--- src/core/mfp_pkg.sv ---
// Shared constants and carrier types for the port group block
package mfp_pkg;

	// Bus widths
	localparam int ADDR_W = 8;
	localparam int DATA_W = 8;

	// Register offsets for the fourth port
	localparam logic [7:0] OFF_P4_LATCH = 8'h04;
	localparam logic [7:0] OFF_P4_TYPE = 8'h0a;
	localparam logic [7:0] OFF_P4_PIN = 8'h0e;

	// Register offsets for ports five to seven and key wakeup
	localparam logic [7:0] OFF_P5_LATCH = 8'h05;
	localparam logic [7:0] OFF_P5_PIN = 8'h0f;
	localparam logic [7:0] OFF_P6_DATA = 8'h06;
	localparam logic [7:0] OFF_P7_DATA = 8'h07;
	localparam logic [7:0] OFF_P6_DIR = 8'h10;
	localparam logic [7:0] OFF_P6_ISEL = 8'h11;
	localparam logic [7:0] OFF_P7_DIR = 8'h12;
	localparam logic [7:0] OFF_P7_ISEL = 8'h13;
	localparam logic [7:0] OFF_KEY_SEL = 8'h14;

	// Port widths and key wakeup field position
	localparam int P5_W = 5;
	localparam int KEY_W = 4;
	localparam int KEY_LSB = 4;

	// Reset values
	localparam logic [7:0] RST_P4_LATCH = 8'hff;
	localparam logic [7:0] RST_P4_TYPE = 8'h00;
	localparam logic [4:0] RST_P5_LATCH = 5'h1f;
	localparam logic [7:0] RST_DIR = 8'h00;
	localparam logic [7:0] RST_ISEL = 8'hff;
	localparam logic [7:0] RST_DATA = 8'h00;
	localparam logic [3:0] RST_KEY_SEL = 4'h0;
	localparam logic [7:0] RD_NONE = 8'h00;

	// Register port request from software
	typedef struct packed {
		logic [7:0] addr;
		logic [7:0] wdata;
		logic wr;
		logic rd;
	} mfp_bus_t;

	// Drive pair of an eight-bit port
	typedef struct packed {
		logic [7:0] out;
		logic [7:0] oe;
	} mfp_drive8_t;

endpackage : mfp_pkg

--- src/core/mfp_sync.sv ---
// Two-stage synchroniser for pin levels
module mfp_sync #(
	parameter int W = 8
) (
	input wire logic clk,
	input wire logic rst,
	input wire logic [W-1:0] d,
	output logic [W-1:0] q
);
	logic [W-1:0] meta_r;
	logic [W-1:0] q_r;

	// First stage feeds only the second stage
	always_ff @(posedge clk)
	begin
		if (rst)
		begin
			meta_r <= '0;
			q_r <= '0;
		end
		else
		begin
			meta_r <= d;
			q_r <= meta_r;
		end
	end

	assign q = q_r;
endmodule : mfp_sync

--- src/core/mfp_dir_read.sv ---
// Per-bit data read selection for a port with direction and input select
module mfp_dir_read #(
	parameter int W = 8
) (
	input wire logic [W-1:0] dir,
	input wire logic [W-1:0] isel,
	input wire logic [W-1:0] latch,
	input wire logic [W-1:0] pin,
	output logic [W-1:0] value
);
	// Output bits show the latch, digital inputs the pin, analog inputs zero
	assign value = (dir & latch) | (~dir & isel & pin);
endmodule : mfp_dir_read

--- src/core/mfp_port_group.sv ---
// Port group four to seven: latches, controls, pin drive and read paths
// Function
// - Fourth-port type bit zero gives sink-only open drain, one push-pull.
// - Reset sets fourth-port latch to all ones, type control to zeros.
// - Fifth port has five bidirectional pins, bits four to zero.
// - Reset sets all fifth-port latch bits to one.
// - Fifth port reads latch and sampled pins at separate addresses.
// - Fifth-port read bits seven to five have no pins behind them.
// - Sixth port eight pins, direction one drives, input select one digital.
// - Reset clears sixth direction and latch, sets input select to ones.
// - Sixth data read gives zero, pin level or latch per control bits.
// - Digital input bits read pin level, so bit operations may rewrite latches.
// - Seventh port eight pins with direction and input select like sixth.
// - Reset clears seventh direction and latch, sets input select to ones.
// - Seventh data read gives zero, pin level or latch per control bits.
module mfp_port_group (
	input wire logic clk,
	input wire logic rst,
	input wire mfp_pkg::mfp_bus_t bus,
	output logic [7:0] rdata,
	input wire logic [7:0] p4_in,
	output logic [7:0] p4_out,
	output logic [7:0] p4_oe,
	input wire logic [4:0] p5_in,
	output logic [4:0] p5_out,
	output logic [4:0] p5_oe,
	input wire logic [7:0] p6_in,
	output logic [7:0] p6_out,
	output logic [7:0] p6_oe,
	input wire logic [7:0] p7_in,
	output logic [7:0] p7_out,
	output logic [7:0] p7_oe,
	output logic [7:0] port6_digital_enable,
	output logic [7:0] port7_digital_enable,
	output logic [3:0] key_wakeup_level
);

	// Software-visible registers
	logic [7:0] port4_output_latch_r;
	logic [7:0] port4_output_type_control_r;
	logic [4:0] port5_output_latch_r;
	logic [7:0] port6_data_r;
	logic [7:0] port6_direction_r;
	logic [7:0] port6_input_select_r;
	logic [7:0] port7_data_r;
	logic [7:0] port7_direction_r;
	logic [7:0] port7_input_select_r;
	logic [3:0] key_wakeup_input_select_r;

	// Registered pin drive and read data
	logic [7:0] p4_oe_r;
	logic [7:0] p4_oe_nxt;
	logic [4:0] p5_oe_r;
	logic [4:0] p5_oe_nxt;
	logic [7:0] rdata_r;
	logic [7:0] rdata_nxt;
	logic [3:0] key_level_r;
	logic [3:0] key_level_nxt;

	// Synchronised pin levels
	logic [7:0] p4_sync;
	logic [4:0] p5_sync;
	logic [7:0] p6_sync;
	logic [7:0] p7_sync;

	// Data read values for the direction-controlled ports
	logic [7:0] p6_read;
	logic [7:0] p7_read;

	// Address matches, one per register
	logic hit_p4_latch;
	logic hit_p4_type;
	logic hit_p4_pin;
	logic hit_p5_latch;
	logic hit_p5_pin;
	logic hit_p6_data;
	logic hit_p6_dir;
	logic hit_p6_isel;
	logic hit_p7_data;
	logic hit_p7_dir;
	logic hit_p7_isel;
	logic hit_key_sel;

	// Address decode strobes
	logic wr_p4_latch;
	logic wr_p4_type;
	logic wr_p5_latch;
	logic wr_p6_data;
	logic wr_p6_dir;
	logic wr_p6_isel;
	logic wr_p7_data;
	logic wr_p7_dir;
	logic wr_p7_isel;
	logic wr_key_sel;
	logic [7:0] rd_mux;

	// Pins are asynchronous to the core, so every read path is synchronised
	// Two cycles of read latency are the price of a clean sample
	mfp_sync #(
		.W(8)
	) u_sync_p4 (
		.clk(clk),
		.rst(rst),
		.d(p4_in),
		.q(p4_sync)
	);

	mfp_sync #(
		.W(mfp_pkg::P5_W)
	) u_sync_p5 (
		.clk(clk),
		.rst(rst),
		.d(p5_in),
		.q(p5_sync)
	);

	mfp_sync #(
		.W(8)
	) u_sync_p6 (
		.clk(clk),
		.rst(rst),
		.d(p6_in),
		.q(p6_sync)
	);

	mfp_sync #(
		.W(8)
	) u_sync_p7 (
		.clk(clk),
		.rst(rst),
		.d(p7_in),
		.q(p7_sync)
	);

	// Sixth and seventh port data read selection
	mfp_dir_read #(
		.W(8)
	) u_read_p6 (
		.dir(port6_direction_r),
		.isel(port6_input_select_r),
		.latch(port6_data_r),
		.pin(p6_sync),
		.value(p6_read)
	);

	mfp_dir_read #(
		.W(8)
	) u_read_p7 (
		.dir(port7_direction_r),
		.isel(port7_input_select_r),
		.latch(port7_data_r),
		.pin(p7_sync),
		.value(p7_read)
	);

	// Address match; every register sits at exactly one offset
	assign hit_p4_latch = (bus.addr == mfp_pkg::OFF_P4_LATCH);
	assign hit_p4_type = (bus.addr == mfp_pkg::OFF_P4_TYPE);
	assign hit_p4_pin = (bus.addr == mfp_pkg::OFF_P4_PIN);
	assign hit_p5_latch = (bus.addr == mfp_pkg::OFF_P5_LATCH);
	assign hit_p5_pin = (bus.addr == mfp_pkg::OFF_P5_PIN);
	assign hit_p6_data = (bus.addr == mfp_pkg::OFF_P6_DATA);
	assign hit_p6_dir = (bus.addr == mfp_pkg::OFF_P6_DIR);
	assign hit_p6_isel = (bus.addr == mfp_pkg::OFF_P6_ISEL);
	assign hit_p7_data = (bus.addr == mfp_pkg::OFF_P7_DATA);
	assign hit_p7_dir = (bus.addr == mfp_pkg::OFF_P7_DIR);
	assign hit_p7_isel = (bus.addr == mfp_pkg::OFF_P7_ISEL);
	assign hit_key_sel = (bus.addr == mfp_pkg::OFF_KEY_SEL);

	// Write decode; the pin-state offsets are read-only and get no strobe
	assign wr_p4_latch = bus.wr && hit_p4_latch;
	assign wr_p4_type = bus.wr && hit_p4_type;
	assign wr_p5_latch = bus.wr && hit_p5_latch;
	assign wr_p6_data = bus.wr && hit_p6_data;
	assign wr_p6_dir = bus.wr && hit_p6_dir;
	assign wr_p6_isel = bus.wr && hit_p6_isel;
	assign wr_p7_data = bus.wr && hit_p7_data;
	assign wr_p7_dir = bus.wr && hit_p7_dir;
	assign wr_p7_isel = bus.wr && hit_p7_isel;
	assign wr_key_sel = bus.wr && hit_key_sel;

	// And-or of one-hot matches; unmapped offsets and pinless bits read zero
	assign rd_mux = ({8{hit_p4_latch}} & port4_output_latch_r)
		| ({8{hit_p4_type}} & port4_output_type_control_r)
		| ({8{hit_p4_pin}} & p4_sync)
		| ({8{hit_p5_latch}} & {3'h0, port5_output_latch_r})
		| ({8{hit_p5_pin}} & {3'h0, p5_sync})
		| ({8{hit_p6_data}} & p6_read)
		| ({8{hit_p6_dir}} & port6_direction_r)
		| ({8{hit_p6_isel}} & port6_input_select_r)
		| ({8{hit_p7_data}} & p7_read)
		| ({8{hit_p7_dir}} & port7_direction_r)
		| ({8{hit_p7_isel}} & port7_input_select_r)
		| ({8{hit_key_sel}} & {4'h0, key_wakeup_input_select_r});

	// Read data stand only in the cycle after the strobe
	// Idle cycles return zero, so a stale value never looks like a read
	assign rdata_nxt = bus.rd ? rd_mux : mfp_pkg::RD_NONE;

	// Open drain drives only a low latch; push-pull drives always
	// The enable lags a latch or type write by one cycle
	assign p4_oe_nxt = port4_output_type_control_r | ~port4_output_latch_r;

	// Fifth port sinks only, so a one latch releases the pin for bus use
	assign p5_oe_nxt = ~port5_output_latch_r;

	// Key wakeup looks at the upper four sixth-port pins where selected
	// Only the level leaves the block; wakeup sequencing lives elsewhere
	assign key_level_nxt = key_wakeup_input_select_r
		& p6_sync[mfp_pkg::KEY_LSB +: mfp_pkg::KEY_W];

	// Fourth port registers
	// Type bits reset to open drain, so a released pin never fights the board
	always_ff @(posedge clk)
	begin
		if (rst)
		begin
			port4_output_latch_r <= mfp_pkg::RST_P4_LATCH;
			port4_output_type_control_r <= mfp_pkg::RST_P4_TYPE;
		end
		else
		begin
			if (wr_p4_latch)
				port4_output_latch_r <= bus.wdata;
			if (wr_p4_type)
				port4_output_type_control_r <= bus.wdata;
		end
	end

	// Fifth port latch; upper data bits have no storage
	always_ff @(posedge clk)
	begin
		if (rst)
			port5_output_latch_r <= mfp_pkg::RST_P5_LATCH;
		else if (wr_p5_latch)
			port5_output_latch_r <= bus.wdata[mfp_pkg::P5_W-1:0];
	end

	// Sixth port registers
	always_ff @(posedge clk)
	begin
		if (rst)
		begin
			port6_data_r <= mfp_pkg::RST_DATA;
			port6_direction_r <= mfp_pkg::RST_DIR;
			port6_input_select_r <= mfp_pkg::RST_ISEL;
		end
		else
		begin
			if (wr_p6_data)
				port6_data_r <= bus.wdata;
			if (wr_p6_dir)
				port6_direction_r <= bus.wdata;
			if (wr_p6_isel)
				port6_input_select_r <= bus.wdata;
		end
	end

	// Seventh port registers
	always_ff @(posedge clk)
	begin
		if (rst)
		begin
			port7_data_r <= mfp_pkg::RST_DATA;
			port7_direction_r <= mfp_pkg::RST_DIR;
			port7_input_select_r <= mfp_pkg::RST_ISEL;
		end
		else
		begin
			if (wr_p7_data)
				port7_data_r <= bus.wdata;
			if (wr_p7_dir)
				port7_direction_r <= bus.wdata;
			if (wr_p7_isel)
				port7_input_select_r <= bus.wdata;
		end
	end

	// Key wakeup selection; clearing direction first is software's job
	always_ff @(posedge clk)
	begin
		if (rst)
			key_wakeup_input_select_r <= mfp_pkg::RST_KEY_SEL;
		else if (wr_key_sel)
			key_wakeup_input_select_r <= bus.wdata[mfp_pkg::KEY_W-1:0];
	end

	// Registered drive enables
	always_ff @(posedge clk)
	begin
		if (rst)
		begin
			p4_oe_r <= '0;
			p5_oe_r <= '0;
		end
		else
		begin
			p4_oe_r <= p4_oe_nxt;
			p5_oe_r <= p5_oe_nxt;
		end
	end

	// Registered read data and wakeup levels
	always_ff @(posedge clk)
	begin
		if (rst)
		begin
			rdata_r <= mfp_pkg::RD_NONE;
			key_level_r <= '0;
		end
		else
		begin
			rdata_r <= rdata_nxt;
			key_level_r <= key_level_nxt;
		end
	end

	// Pin drive: the value is always the latch, the enable decides
	assign p4_out = port4_output_latch_r;
	assign p4_oe = p4_oe_r;
	assign p5_out = port5_output_latch_r;
	assign p5_oe = p5_oe_r;
	assign p6_out = port6_data_r;
	assign p6_oe = port6_direction_r;
	assign p7_out = port7_data_r;
	assign p7_oe = port7_direction_r;

	// Digital input gates for the analog-capable ports
	assign port6_digital_enable = port6_input_select_r;
	assign port7_digital_enable = port7_input_select_r;

	// Remaining outputs come straight from their flip-flops
	assign key_wakeup_level = key_level_r;
	assign rdata = rdata_r;

endmodule : mfp_port_group

--- config.mk ---
export PLATFORM = sky130hd
export DESIGN_NAME = mfp_port_group
export DESIGN_NICKNAME = d
export VERILOG_FILES = /design/src/core/mfp_pkg.sv /design/src/core/mfp_sync.sv /design/src/core/mfp_dir_read.sv /design/src/core/mfp_port_group.sv
export SDC_FILE = /design/constraint.sdc
export NUM_CORES = 1
export LEC_CHECK = 0
export ABC_AREA = 1
export BUFFER_PORTS_ARGS = -buffer_cell sky130_fd_sc_hd__buf_2
export CORE_MARGIN = 4
export CORE_UTILIZATION = 58
export DETAILED_ROUTE_END_ITERATION = 10
export PLACE_DENSITY = 0.84
export SLEW_MARGIN = 10
export SYNTH_ARGS = -nofsm -noshare
export SYNTH_HDL_FRONTEND = slang
export SYNTH_SLANG_ARGS = --single-unit
--- constraint.sdc ---
create_clock -name clk -period 2.4 [get_ports clk]
set_input_delay 0.12 -clock clk [delete_from_list [all_inputs] [get_ports clk]]
set_output_delay 0.12 -clock clk [all_outputs]
set_load 0.1 [all_outputs]
# --- Word level (Yosys, flattened, before mapping) ---
# Index checks and enable logic that the tools add are counted.
totals:
  regBits: 156
  latchBits: 0
  mem_bits_rw: 0
  rom_bits: 0
  out_inout_bits: 86
  elab_cells: 83
  mem_count: 0
op_classes:
  n_addsub: 0
  multipliers: 0
  n_div: 0
  n_lt_le_gt_ge: 0
  eq_ne: 12
  n_shift: 0
  n_mux: 0
  n_bitwise: 38
  n_reduce_logical: 11
op_table:
  columns: ["operator", "n"]
  rows:
  - ["$and 8x8->8", 15]
  - ["$or 8x8->8", 14]
  - ["$eq 8x5->1 const B", 5]
  - ["$eq 8x3->1 const B", 4]
  - ["$eq 8x4->1 const B", 3]
  - ["$not 8->8", 3]
  - ["$and 8x5->8", 2]
  - ["$logic_and 1x1->1", 10]
  - ["$and 8x4->8", 1]
  - ["$not 5->5", 1]
  - ["$and 4x4->4", 1]
  - ["$reduce_or 2->1", 1]
  - ["$not 1->1", 1]

# --- Depth between registers and ports, before layout ---
# Gate-level depths: netlist of the first run.
logic_depth:
  word_depth: 13
  depth_mapped: 11

# --- Modules after synthesis ---
# Synthesis of the first run repeated with hierarchy kept, for this count alone.
hier_totals:
  cells_unflattened: 819
  area_unflattened_um2: 6556.3
by_module_without_submodules:
  columns: ["module", "instances", "cells_each", "area_each_um2"]
  rows:
  - ["mfp_port_group", 1, 574, 4466.8]
  - ["mfp_sync (u_sync_p4 ...)", 3, 50, 474.2]
  - ["mfp_dir_read", 2, 32, 190.2]
  - ["mfp_sync (u_sync_p5)", 1, 31, 286.5]

# --- Least setup slack after synthesis of the first run ---
# OpenSTA, ideal clock, no wires.
synth_timing:
  path_type: "register to register"
  startpoint: "register port6_direction_r[6], in the netlist p6_oe[6]"
  endpoint: "register rdata_r[6], in the netlist rdata[6]"
  setup_time_ns: 0.109
  arrival_time_ns: 1.606
  required_time_ns: 2.291
  setup_slack_ns: 0.685
  stages_incl_launch_ff: 10
  path_buffers: 0
  cell_sequence: "dfxtp_1 > inv_1 > nand3_1 > o21ai_0 > nand3_1 > nand2_1 > nor2_1 > nand3_1 > nand2_1 > inv_1"
synth_via:
  elab_chain_cells: 12
  elab_cells_between_ends: 14
synth_lines:
  columns: ["element", "line", "source"]
  rows:
  - ["start: declaration", "mfp_port_group.sv:43", "logic [7:0] port6_direction_r;"]
  - ["start signal: assignment", "mfp_port_group.sv:245", "port6_direction_r <= mfp_pkg::RST_DIR;"]
  - ["start signal: assignment", "mfp_port_group.sv:253", "port6_direction_r <= bus.wdata;"]
  - ["$not 8->8", "mfp_dir_read.sv:12", "assign value = (dir & latch) | (~dir & isel & pin);"]
  - ["$and 8x8->8 (2 in series)", "mfp_dir_read.sv:12", null]
  - ["$or 8x8->8", "mfp_dir_read.sv:12", null]
  - ["$and 8x8->8", "mfp_port_group.sv:188", "| ({8{hit_p6_data}} & p6_read)"]
  - ["$or 8x8->8", "mfp_port_group.sv:188", null]
  - ["$or 8x8->8 *", "mfp_port_group.sv:189", "| ({8{hit_p6_dir}} & port6_direction_r)"]
  - ["$or 8x8->8 *", "mfp_port_group.sv:190", "| ({8{hit_p6_isel}} & port6_input_select_r)"]
  - ["$or 8x8->8 *", "mfp_port_group.sv:191", "| ({8{hit_p7_data}} & p7_read)"]
  - ["$or 8x8->8 *", "mfp_port_group.sv:192", "| ({8{hit_p7_dir}} & port7_direction_r)"]
  - ["$or 8x8->8 *", "mfp_port_group.sv:193", "| ({8{hit_p7_isel}} & port7_input_select_r)"]
  - ["$or 8x8->8 *", "mfp_port_group.sv:194", "| ({8{hit_key_sel}} & {4'h0, key_wakeup_input_select_r});"]
  - ["end signal: assignment", "mfp_port_group.sv:308", "rdata_r <= mfp_pkg::RD_NONE;"]
  - ["end signal: assignment", "mfp_port_group.sv:313", "rdata_r <= rdata_nxt;"]
  - ["end: declaration", "mfp_port_group.sv:55", "logic [7:0] rdata_r;"]
# Every way passes the cells marked *; elsewhere a longest branch is shown, timed or not.
# A chain may end at the register's enable or synchronous reset.

# --- Final worst setup path of the first run ---
layout_timing:
  startpoint: "register port7_input_select_r[0], in the netlist port7_digital_enable[0]"
  endpoint: "output port port7_digital_enable[0]"
layout_rtl:
  columns: ["element", "line", "source"]
  rows:
  - ["start: declaration", "mfp_port_group.sv:47", "logic [7:0] port7_input_select_r;"]
  - ["start signal: assignment", "mfp_port_group.sv:266", "port7_input_select_r <= mfp_pkg::RST_ISEL;"]
  - ["start signal: assignment", "mfp_port_group.sv:275", "port7_input_select_r <= bus.wdata;"]
  - ["end: declaration", "mfp_port_group.sv:34", "output logic [7:0] port7_digital_enable,"]
# No word-level cell between the ends.

==> impl_results.md, run 1 <==
* Routed vias at 5864
* Largest net degree at the start of global routing at 78
* Syn nets at 841
* Layout Nets at 1001
* Core Util, Final at 75.01%
* Pre-antenna DRT Iters at 7
* Number of fill cells in the layout at 783
* Clock skew at 0.008792 ns
* Worst-margin pin slew at 0.7851 ns
* Storage cell area at 3123 um2
* Fmax at 622.4 MHz
* Final ANT Viol Nets at 0
* Avg WL per Cell at 17.43 um
* Drc violations at 0
* Syn avg cell area at 7.826 um2
* Mapped cell area at 6198 um2
* CP Launch Type: flop
* Cts repair resizes at 0
* FFs w/ async S/R, synth at 0%
* Initial DRC count at 484
* Clock slew at reported path FFs at 0.07 ns
* Initial antenna violation count at 0
* Worst hold path class: in2reg
* Post-place instance area at 6899 um2
* Fin crit share at 66.95%
* # diodes at 0
* Layout cells sized above 1 at 22.20%
* Met1 WL at 7566 um
* Die X-Extent at 111.4 um
* Core ar. at 10370 um2
* Status: finished clean
* Hold_buf cts at 33
* Final Wtd Congestion at 1.039
* Cell Chain, Critical Path: buf_2
* Post-Synthesis Cells at 792
* Data required, critical path at 2.28 ns
* PortBufs at 134
* Wire length on met3 at 1771 um
* Arr. time, crit path at 1.49 ns
* Area growth, synth to finish at 25.49%
* Post-synth EDFFs at 0
* Largest cells by area after synthesis: dfxtp_1 50%, nand3_1 7.9%, inv_1 7.6%, nand2_1 6.2%, nor2_1 6.1%
* Sink Count at 156
* Hold WS at 0.01614 ns
* Max Slew Vio Count at 0
* Crit end category: primary output
* Pwr per Cell Area at 712.5 nW/um2
* RSZ-0062 raised after global routing: no
* Top-area cell type share of the netlist area at 50.38%
* Tot GR Track Use at 31.26%
* Row cnt at 37
* CP Buf/Inv Count at 1
* Final setup viols at 0
* Final hold vios at 0
* Final setup TNS at 0 ns
* Grt total ovfl at 0
* CP max stage delay at 0.49 ns
* Top_reg_cell synth: dfxtp_1
* Vias in the first global route at 5786
* Root Driver: clkbuf_8
* Num CTS Buffers at 17
* HPWL Detailed at 13150 um
* Critical-path top delay cell: buf_2
* Post CTS Setup Buffer Count at 0
* Die Y at 111.4 um
* Synth Register Bits at 156
* Most frequent cells in the layout: 156 x dfxtp_1, 134 x buf_2, 126 x inv_1
* Global-route wire length before repair at 30550 um
* Worst-Skew Late Latency at 0.53 ns
* CTS HTree Levels at 4
* YS warnings at 0
* Max-cap violations at 0
* Worst ir drop on vdd at 0.6868 mV
* Critical Path Fanout Max at 4
* Total die area at 12400 um2
* Setup Crit Path Kind: reg2out
* Relative slew slack at 47.66%
* Post-route cell area at 7779 um2
* Initial Utilization at 59.77%
* Multi-input logic area at 2369 um2
* TritonCTS clock tree: built
* Commonest non-fill, non-tap cell in the layout: dfxtp_1
* Top Layer Used: met4
* Routed WL at 19180 um
* Area leader, netlist: dfxtp_1
* LEAKAGE at 0.003810 uW
* Vias per cell at 5.331
* Crit-path leading delay family: buffers and inverters
* Register area share after synthesis at 50.38%
* Unique cell type count in the Yosys netlist at 26
* WL met2 at 9079 um
* Longest Clk Path Bufs at 2
* Ports at 135
* Clock period minus worst slack at 1.607 ns
-- cells in the mapped netlist, types with 4 or more instances --
cell / count
nand4_1: 5
o21ai_1: 14
nand3_2: 8
o211ai_2: 6
nand2_4: 4
a21oi_1: 54
dfxtp_1: 156
inv_2: 6
buf_6: 6
nor2_1: 100
o21ai_0: 37
nor2_4: 7
o211ai_1: 21
nand2_1: 103
buf_4: 6
nand3_1: 98
clkbuf_1: 13
buf_2: 7
inv_1: 126
-- path summary, 6_finish.rpt --
| path | startpoint | endpoint | slack (ns) | cells past startpoint |
|---|---|---|---|---|
| worst max-delay path | port7_digital_enable[0]$_SDFFE_PP1P_ | port7_digital_enable[0] | 0.79 | 1 |
| worst min-delay path | bus[2] | key_wakeup_input_select_r[0]$_SDFFE_PP0P_ | 0.02 | 3 |
| worst max register to register | p6_oe[1]$_SDFFE_PP0P_ | rdata[1]$_SDFF_PP0_ | 1.10 | 9 |
| worst min register to register | u_sync_p7.meta_r[6]$_SDFF_PP0_ | u_sync_p7.q[6]$_SDFF_PP0_ | 0.40 | 2 |
-- kinds of logic (layout without fill, tap and decap cells) --
kind of cell / after synthesis / in the layout / synth area share, %
simple gates: 336 / 336 / 25.98
buf+inv: 168 / 340 / 11.40
compound gates: 132 / 132 / 12.23
flops: 156 / 156 / 50.38
-- routing by layer --
layer	track usage [%]	vias to the layer above
met5	0	-
met4	12.57	0
met3	7.011	56
met2	50.78	312
met1	40.59	2659
li1	-	2837
-- through the flow --
stage	instances	setup WS [ns]	power [uW]
after floorplan	792	0.6853	2900
after global placement	1036	0.7956	3009
after detailed placement	1036	0.7449	3015
after CTS	1100	0.8074	5532
after global routing	1100	0.7597	5696
final	1100	0.7932	5542
-- power by group --
part | leakage (uW) | internal [uW] | switching (uW)
logic | 0.00229 | 120 | 234
clock network | 0.000253 | 1390 | 1140
registers | 0.00127 | 2640 | 18.8
total | 0.00381 | 4150 | 1390
-- area by class of cell --
class	instances	area share, %
sequential	156	40.15
multi-input combinational	468	30.45
timing repair buffer	176	13.74
inverter	133	6.418
clock buffer	18	5.372
tap	136	2.188
clock inverter	13	1.689
-- state kept, by name, summed over array words and instances (netlist names) --
register / count
key_wakeup_input_select_r: 4
key_wakeup_level: 4
p4_oe: 8
p4_out: 8
p5_oe: 5
p5_out: 5
p6_oe: 8
p6_out: 8
p7_oe: 8
p7_out: 8
port4_output_type_control_r: 8
port6_digital_enable: 8
port7_digital_enable: 8
rdata: 8
u_sync_p4.meta_r: 8
u_sync_p4.q: 8
u_sync_p5.meta_r: 5
u_sync_p5.q: 5
u_sync_p6.meta_r: 8
u_sync_p6.q: 8
u_sync_p7.meta_r: 8
u_sync_p7.q: 8
(Power assumes the default switching activity.)
==> inputs of run 2 (changes only) <==
Settings changed: CORE_UTILIZATION 58 to 54, PLACE_DENSITY 0.84 to 0.79.
Clock period 2.4 ns to 1.6 ns, I/O delays scaled along.
==> impl_results.md, run 2 (synthesis results as in run 1) <==
* # diodes at 0
* Crit-path leading delay family: buffers and inverters
* WL met2 at 8084 um
* Grt total ovfl at 0
* Data required, critical path at 1.52 ns
* Clock period minus worst slack at 1.469 ns
* Routed vias at 5756
* Core ar. at 11030 um2
* Total die area at 13260 um2
* TritonCTS clock tree: built
* Fin crit share at 91.79%
* Clock slew at reported path FFs at 0.06 ns
* Total power at 8600 uW
* Sink Count at 156
* Drc violations at 0
* Max-cap violations at 0
* Status: finished clean
* Tot GR Track Use at 27.36%
* Clock skew at 0.009027 ns
* Worst Setup EP: port6_digital_enable[4]
* Post CTS Setup Buffer Count at 0
* Most frequent cells in the layout: 140 x dfxtp_1, 134 x buf_2, 126 x inv_1
* LEAKAGE at 0.003859 uW
* RSZ-0062 raised after global routing: no
* Worst Setup SP: port6_digital_enable[4]$_SDFFE_PP1P_
* Number of fill cells in the layout at 877
* Setup Crit Path Kind: reg2out
* Worst-margin pin slew at 0.5180 ns
* Post-route cell area at 7851 um2
* RR Endpoint: rdata[4]$_SDFF_PP0_
* Largest net degree at the start of global routing at 73
* Area growth, synth to finish at 26.67%
* CP max stage delay at 0.49 ns
* Initial Utilization at 56.19%
* Global-route wire length before repair at 27810 um
* Cts repair resizes at 0
* Final ANT Viol Nets at 0
* R2R depth at 9
* Pre-antenna DRT Iters at 6
* Initial antenna violation count at 0
* Longest Clk Path Bufs at 2
* Post-place instance area at 6957 um2
* R2R setup slack at 0.33 ns
* Max Slew Vio Count at 0
* Critical-path top delay cell: buf_2
* CP Buf/Inv Count at 1
* Final hold vios at 0
* Final Wtd Congestion at 0.9364
* Worst-Skew Late Latency at 0.42 ns
* Worst ir drop on vdd at 1.313 mV
* Hold_buf cts at 29
* Worst path depth at 1
* Row cnt at 38
* PortBufs at 134
* Worst hold path class: in2reg
* Avg WL per Cell at 16.13 um
* Final setup TNS at 0 ns
* Layout Nets at 998
* Wire length on met3 at 1739 um
* Layout cells sized above 1 at 24.14%
* Final setup viols at 0
* Num CTS Buffers at 17
* Pwr per Cell Area at 1095 nW/um2
* Die Y at 115.1 um
* Top Layer Used: met4
* HPWL Detailed at 12720 um
* Vias per cell at 5.228
* CP Launch Type: flop
* Met1 WL at 7545 um
* Cell Chain, Critical Path: buf_2
* Root Driver: clkbuf_16
* Fmax at 680.9 MHz
* Arr. time, crit path at 1.39 ns
* Critical Path Fanout Max at 4
* CTS HTree Levels at 4
* Initial DRC count at 557
* Relative slew slack at 65.70%
* Routed WL at 17760 um
* Ports at 135
* Crit end category: primary output
* Die X-Extent at 115.1 um
* Vias in the first global route at 5269
* Reg-to-reg critical path startpoint: p7_oe[4]$_SDFFE_PP0P_
* Commonest non-fill, non-tap cell in the layout: dfxtp_1
## run 2: changes by cell type in the layout (fill, tap and decap cells not counted), sizes merged
cell	previous run	this run
inv	138	135
clkinvlp	5	1
dlygate4sd3	33	29
clkinv	2	7
buf	143	144
bufinv	1	3
## run 2: metrics by stage
step	hold WS, ns	setup WS (ns)	util [%]	std cells
detailed placement	0.2846	0.1384	63.07	1041
CTS	0.02726	0.1281	71.18	1101
global placement	0.2781	0.1541	63.07	1041
floorplan	0.1870	0.02612	-	792
global route	0.04148	0.1228	71.18	1101
finish	0.05750	0.1314	71.18	1101
## run 2: report_power, final
group	internal, uW	switching [uW]	leakage, uW
sequential	3960	28.1	0.00128
clock	2500	1600	0.000297
combinational	178	338	0.00228
total	6630	1970	0.00386
## run 2: cell type report
type	count	area (um2)	area share (%)
timing repair buffer	173	1061	13.51
clock inverter	13	165.2	2.104
multi-input combinational	468	2369	30.17
clock buffer	18	439.2	5.594
tap	140	175.2	2.231
inverter	133	499.2	6.359
sequential	156	3143	40.03
## run 2: layer usage
layer | global-route usage, % | vias to the layer above
li1 | - | 2842
met1 | 37.67 | 2598
met2 | 43.09 | 284
met3 | 5.895 | 32
met4 | 8.764 | 0
met5 | 0 | -
## run 2: how the worst min path moves through the flow
stage / from / endpoint / slack, ns / cells past startpoint
after CTS: bus[9] / port7_digital_enable[7]$_SDFFE_PP1P_ / 0.03 / 3
final: bus[9] / p7_oe[7]$_SDFFE_PP0P_ / 0.06 / 3
after global routing: bus[9] / p7_oe[7]$_SDFFE_PP0P_ / 0.04 / 3
after detailed placement: p4_in[6] / u_sync_p4.meta_r[6]$_SDFF_PP0_ / 0.28 / 3
after floorplan: p4_in[0] / u_sync_p4.meta_r[0]$_SDFF_PP0_ / 0.19 / 2
after global placement: p6_in[7] / u_sync_p6.meta_r[7]$_SDFF_PP0_ / 0.28 / 3
## run 2: tightest hold or removal path, stage by stage
cell	delay, ns
buf_2	0.16
o21ai_1	0.14
a21oi_1	0.05
==> inputs of run 3 (changes only) <==
Settings changed: CORE_UTILIZATION 54 to 35, PLACE_DENSITY 0.79 to default.
==> impl_results.md, run 3 (synthesis results as in run 1) <==
* RR Endpoint: rdata[0]$_SDFF_PP0_
* Total power at 8881 uW
* Total die area at 19900 um2
* Post-route cell area at 7980 um2
* R2R depth at 9
* Clock period minus worst slack at 1.457 ns
* TritonCTS clock tree: built
* Data required, critical path at 1.52 ns
* CTS HTree Levels at 4
* R2R setup slack at 0.36 ns
* Final hold vios at 0
* Status: finished clean
* Vias in the first global route at 5245
* Initial Utilization at 35.71%
* Hold Path Cell Cnt at 3
* Cts repair resizes at 0
* Final setup viols at 0
* Avg WL per Cell at 16.06 um
* Routed WL at 19040 um
* Drc violations at 0
* Die X-Extent at 141.1 um
* RSZ-0062 raised after global routing: no
* Global-route wire length before repair at 30030 um
* Largest net degree at the start of global routing at 73
* Hold WS at 0.02672 ns
* Setup Crit Path Kind: reg2out
* Pwr per Cell Area at 1113 nW/um2
* Fmax at 686.2 MHz
* Layout cells sized above 1 at 24.06%
* CP Launch Type: flop
* Worst-margin pin slew at 0.5052 ns
* Vias per cell at 4.726
* CP Buf/Inv Count at 1
* Max Slew Vio Count at 0
* Worst hold path class: in2reg
* Pre-antenna DRT Iters at 5
* Reg-to-reg critical path startpoint: p7_oe[0]$_SDFFE_PP0P_
* Fin crit share at 91.07%
* Hold_sp: bus[9]
* Tot GR Track Use at 19.80%
* Post CTS Setup Buffer Count at 0
* Clock skew at 0.007520 ns
* Core ar. at 17360 um2
* Initial antenna violation count at 0
* Worst ir drop on vdd at 0.8053 mV
* Layout Nets at 996
* Critical-path top delay cell: buf_2
* Most frequent cells in the layout: 140 x dfxtp_1, 134 x buf_2, 126 x inv_1
* Clock slew at reported path FFs at 0.06 ns
* PortBufs at 134
* Row cnt at 48
* Commonest non-fill, non-tap cell in the layout: dfxtp_1
* Num CTS Buffers at 17
* Post-place instance area at 7048 um2
* Ports at 135
* Initial DRC count at 539
* # diodes at 0
* Longest Clk Path Bufs at 2
* Relative slew slack at 66.32%
* CP max stage delay at 0.48 ns
* HPWL Detailed at 13930 um
* Area growth, synth to finish at 28.74%
* Crit end category: primary output
* LEAKAGE at 0.003861 uW
* Worst hold endpoint: port7_digital_enable[7]$_SDFFE_PP1P_
* Cell Chain, Critical Path: buf_2
* Final ANT Viol Nets at 0
* Worst-Skew Late Latency at 0.43 ns
* Grt total ovfl at 0
* Arr. time, crit path at 1.38 ns
* Critical Path Fanout Max at 4
* Final setup TNS at 0 ns
* Max-cap violations at 0
* Root Driver: clkbuf_16
* Sink Count at 156
* Die Y at 141.1 um
* Crit-path leading delay family: buffers and inverters
* Routed vias at 5600
* Final Wtd Congestion at 0.8933
* Number of fill cells in the layout at 1751
-- run 3: changes by cell type in the layout (fill, tap and decap cells not counted) --
cell,previous run,this run
buf_4,8,6
bufinv_16,3,4
clkbuf_8,1,2
clkinv_2,3,2
clkinvlp_4,1,2
inv_6,3,2
-- run 3: layout make-up --
class                      instances  area (um2)  area share [%]
inverter                         133       499.2           6.256
clock buffer                      19       452.9           5.676
clock inverter                    13       188.9           2.368
sequential                       156        3143           39.39
timing repair buffer             171        1046           13.11
tap                              225       281.5           3.528
multi-input combinational        468        2369           29.68
-- run 3: worst max path at each step --
| stage | slack, ns | startpoint | cells after the start | end |
|---|---|---|---|---|
| after floorplan | 0.03 | port7_digital_enable[6]$_SDFFE_PP1P_ | 8 | rdata[6]$_SDFF_PP0_ |
| after global routing | 0.12 | port6_digital_enable[6]$_SDFFE_PP1P_ | 1 | port6_digital_enable[6] |
| final | 0.14 | port6_digital_enable[6]$_SDFFE_PP1P_ | 1 | port6_digital_enable[6] |
| after CTS | 0.15 | port6_digital_enable[5]$_SDFFE_PP1P_ | 1 | port6_digital_enable[5] |
| after global placement | 0.04 | bus[15] | 11 | rdata[2]$_SDFF_PP0_ |
| after detailed placement | 0.03 | bus[15] | 11 | rdata[2]$_SDFF_PP0_ |
-- run 3: layer usage --
metal | GRT usage (%) | wire [um] | part of all wire, % | up-vias
li1 | - | - | - | 2833
met1 | 27.56 | 8752 | 46 | 2522
met2 | 29.09 | 8313 | 44 | 215
met3 | 5.801 | 1495 | 7.9 | 30
met4 | 7.241 | 472 | 2.5 | 0
met5 | 0 | 0 | 0 | -
-- run 3: worst register-to-register path, cell delays in order, from the launching register on --
cell,delay [ns]
dfxtp_2,0.39
inv_1,0.07
nand3_1,0.06
nand2_1,0.08
nand3_1,0.08
nand2_1,0.05
nor2_1,0.13
nand2_1,0.08
nor2_1,0.10
nor2_1,0.06
-- run 3: through the flow --
stage,std cells,worst slack [ns],util (%)
after floorplan,792,0.02612,-
after global placement,1124,0.03805,40.61
after detailed placement,1124,0.03442,40.61
after CTS,1185,0.1475,45.98
after global routing,1185,0.1164,45.98
final,1185,0.1428,45.98
-- run 3: what timing repair did --
action / CTS / global route
setup endpoints to repair: 0 / 0
hold buffers: 29 / 0
hold endpoints to repair: 29 / 0
-- run 3: power breakdown --
| part | switching [uW] | leakage [uW] | total, uW | internal (uW) |
|---|---|---|---|---|
| clock network | 1680 | 0.000310 | 4380 | 2700 |
| logic | 337 | 0.00227 | 513 | 176 |
| registers | 29.2 | 0.00128 | 3990 | 3960 |
| total | 2040 | 0.00386 | 8880 | 6840 |
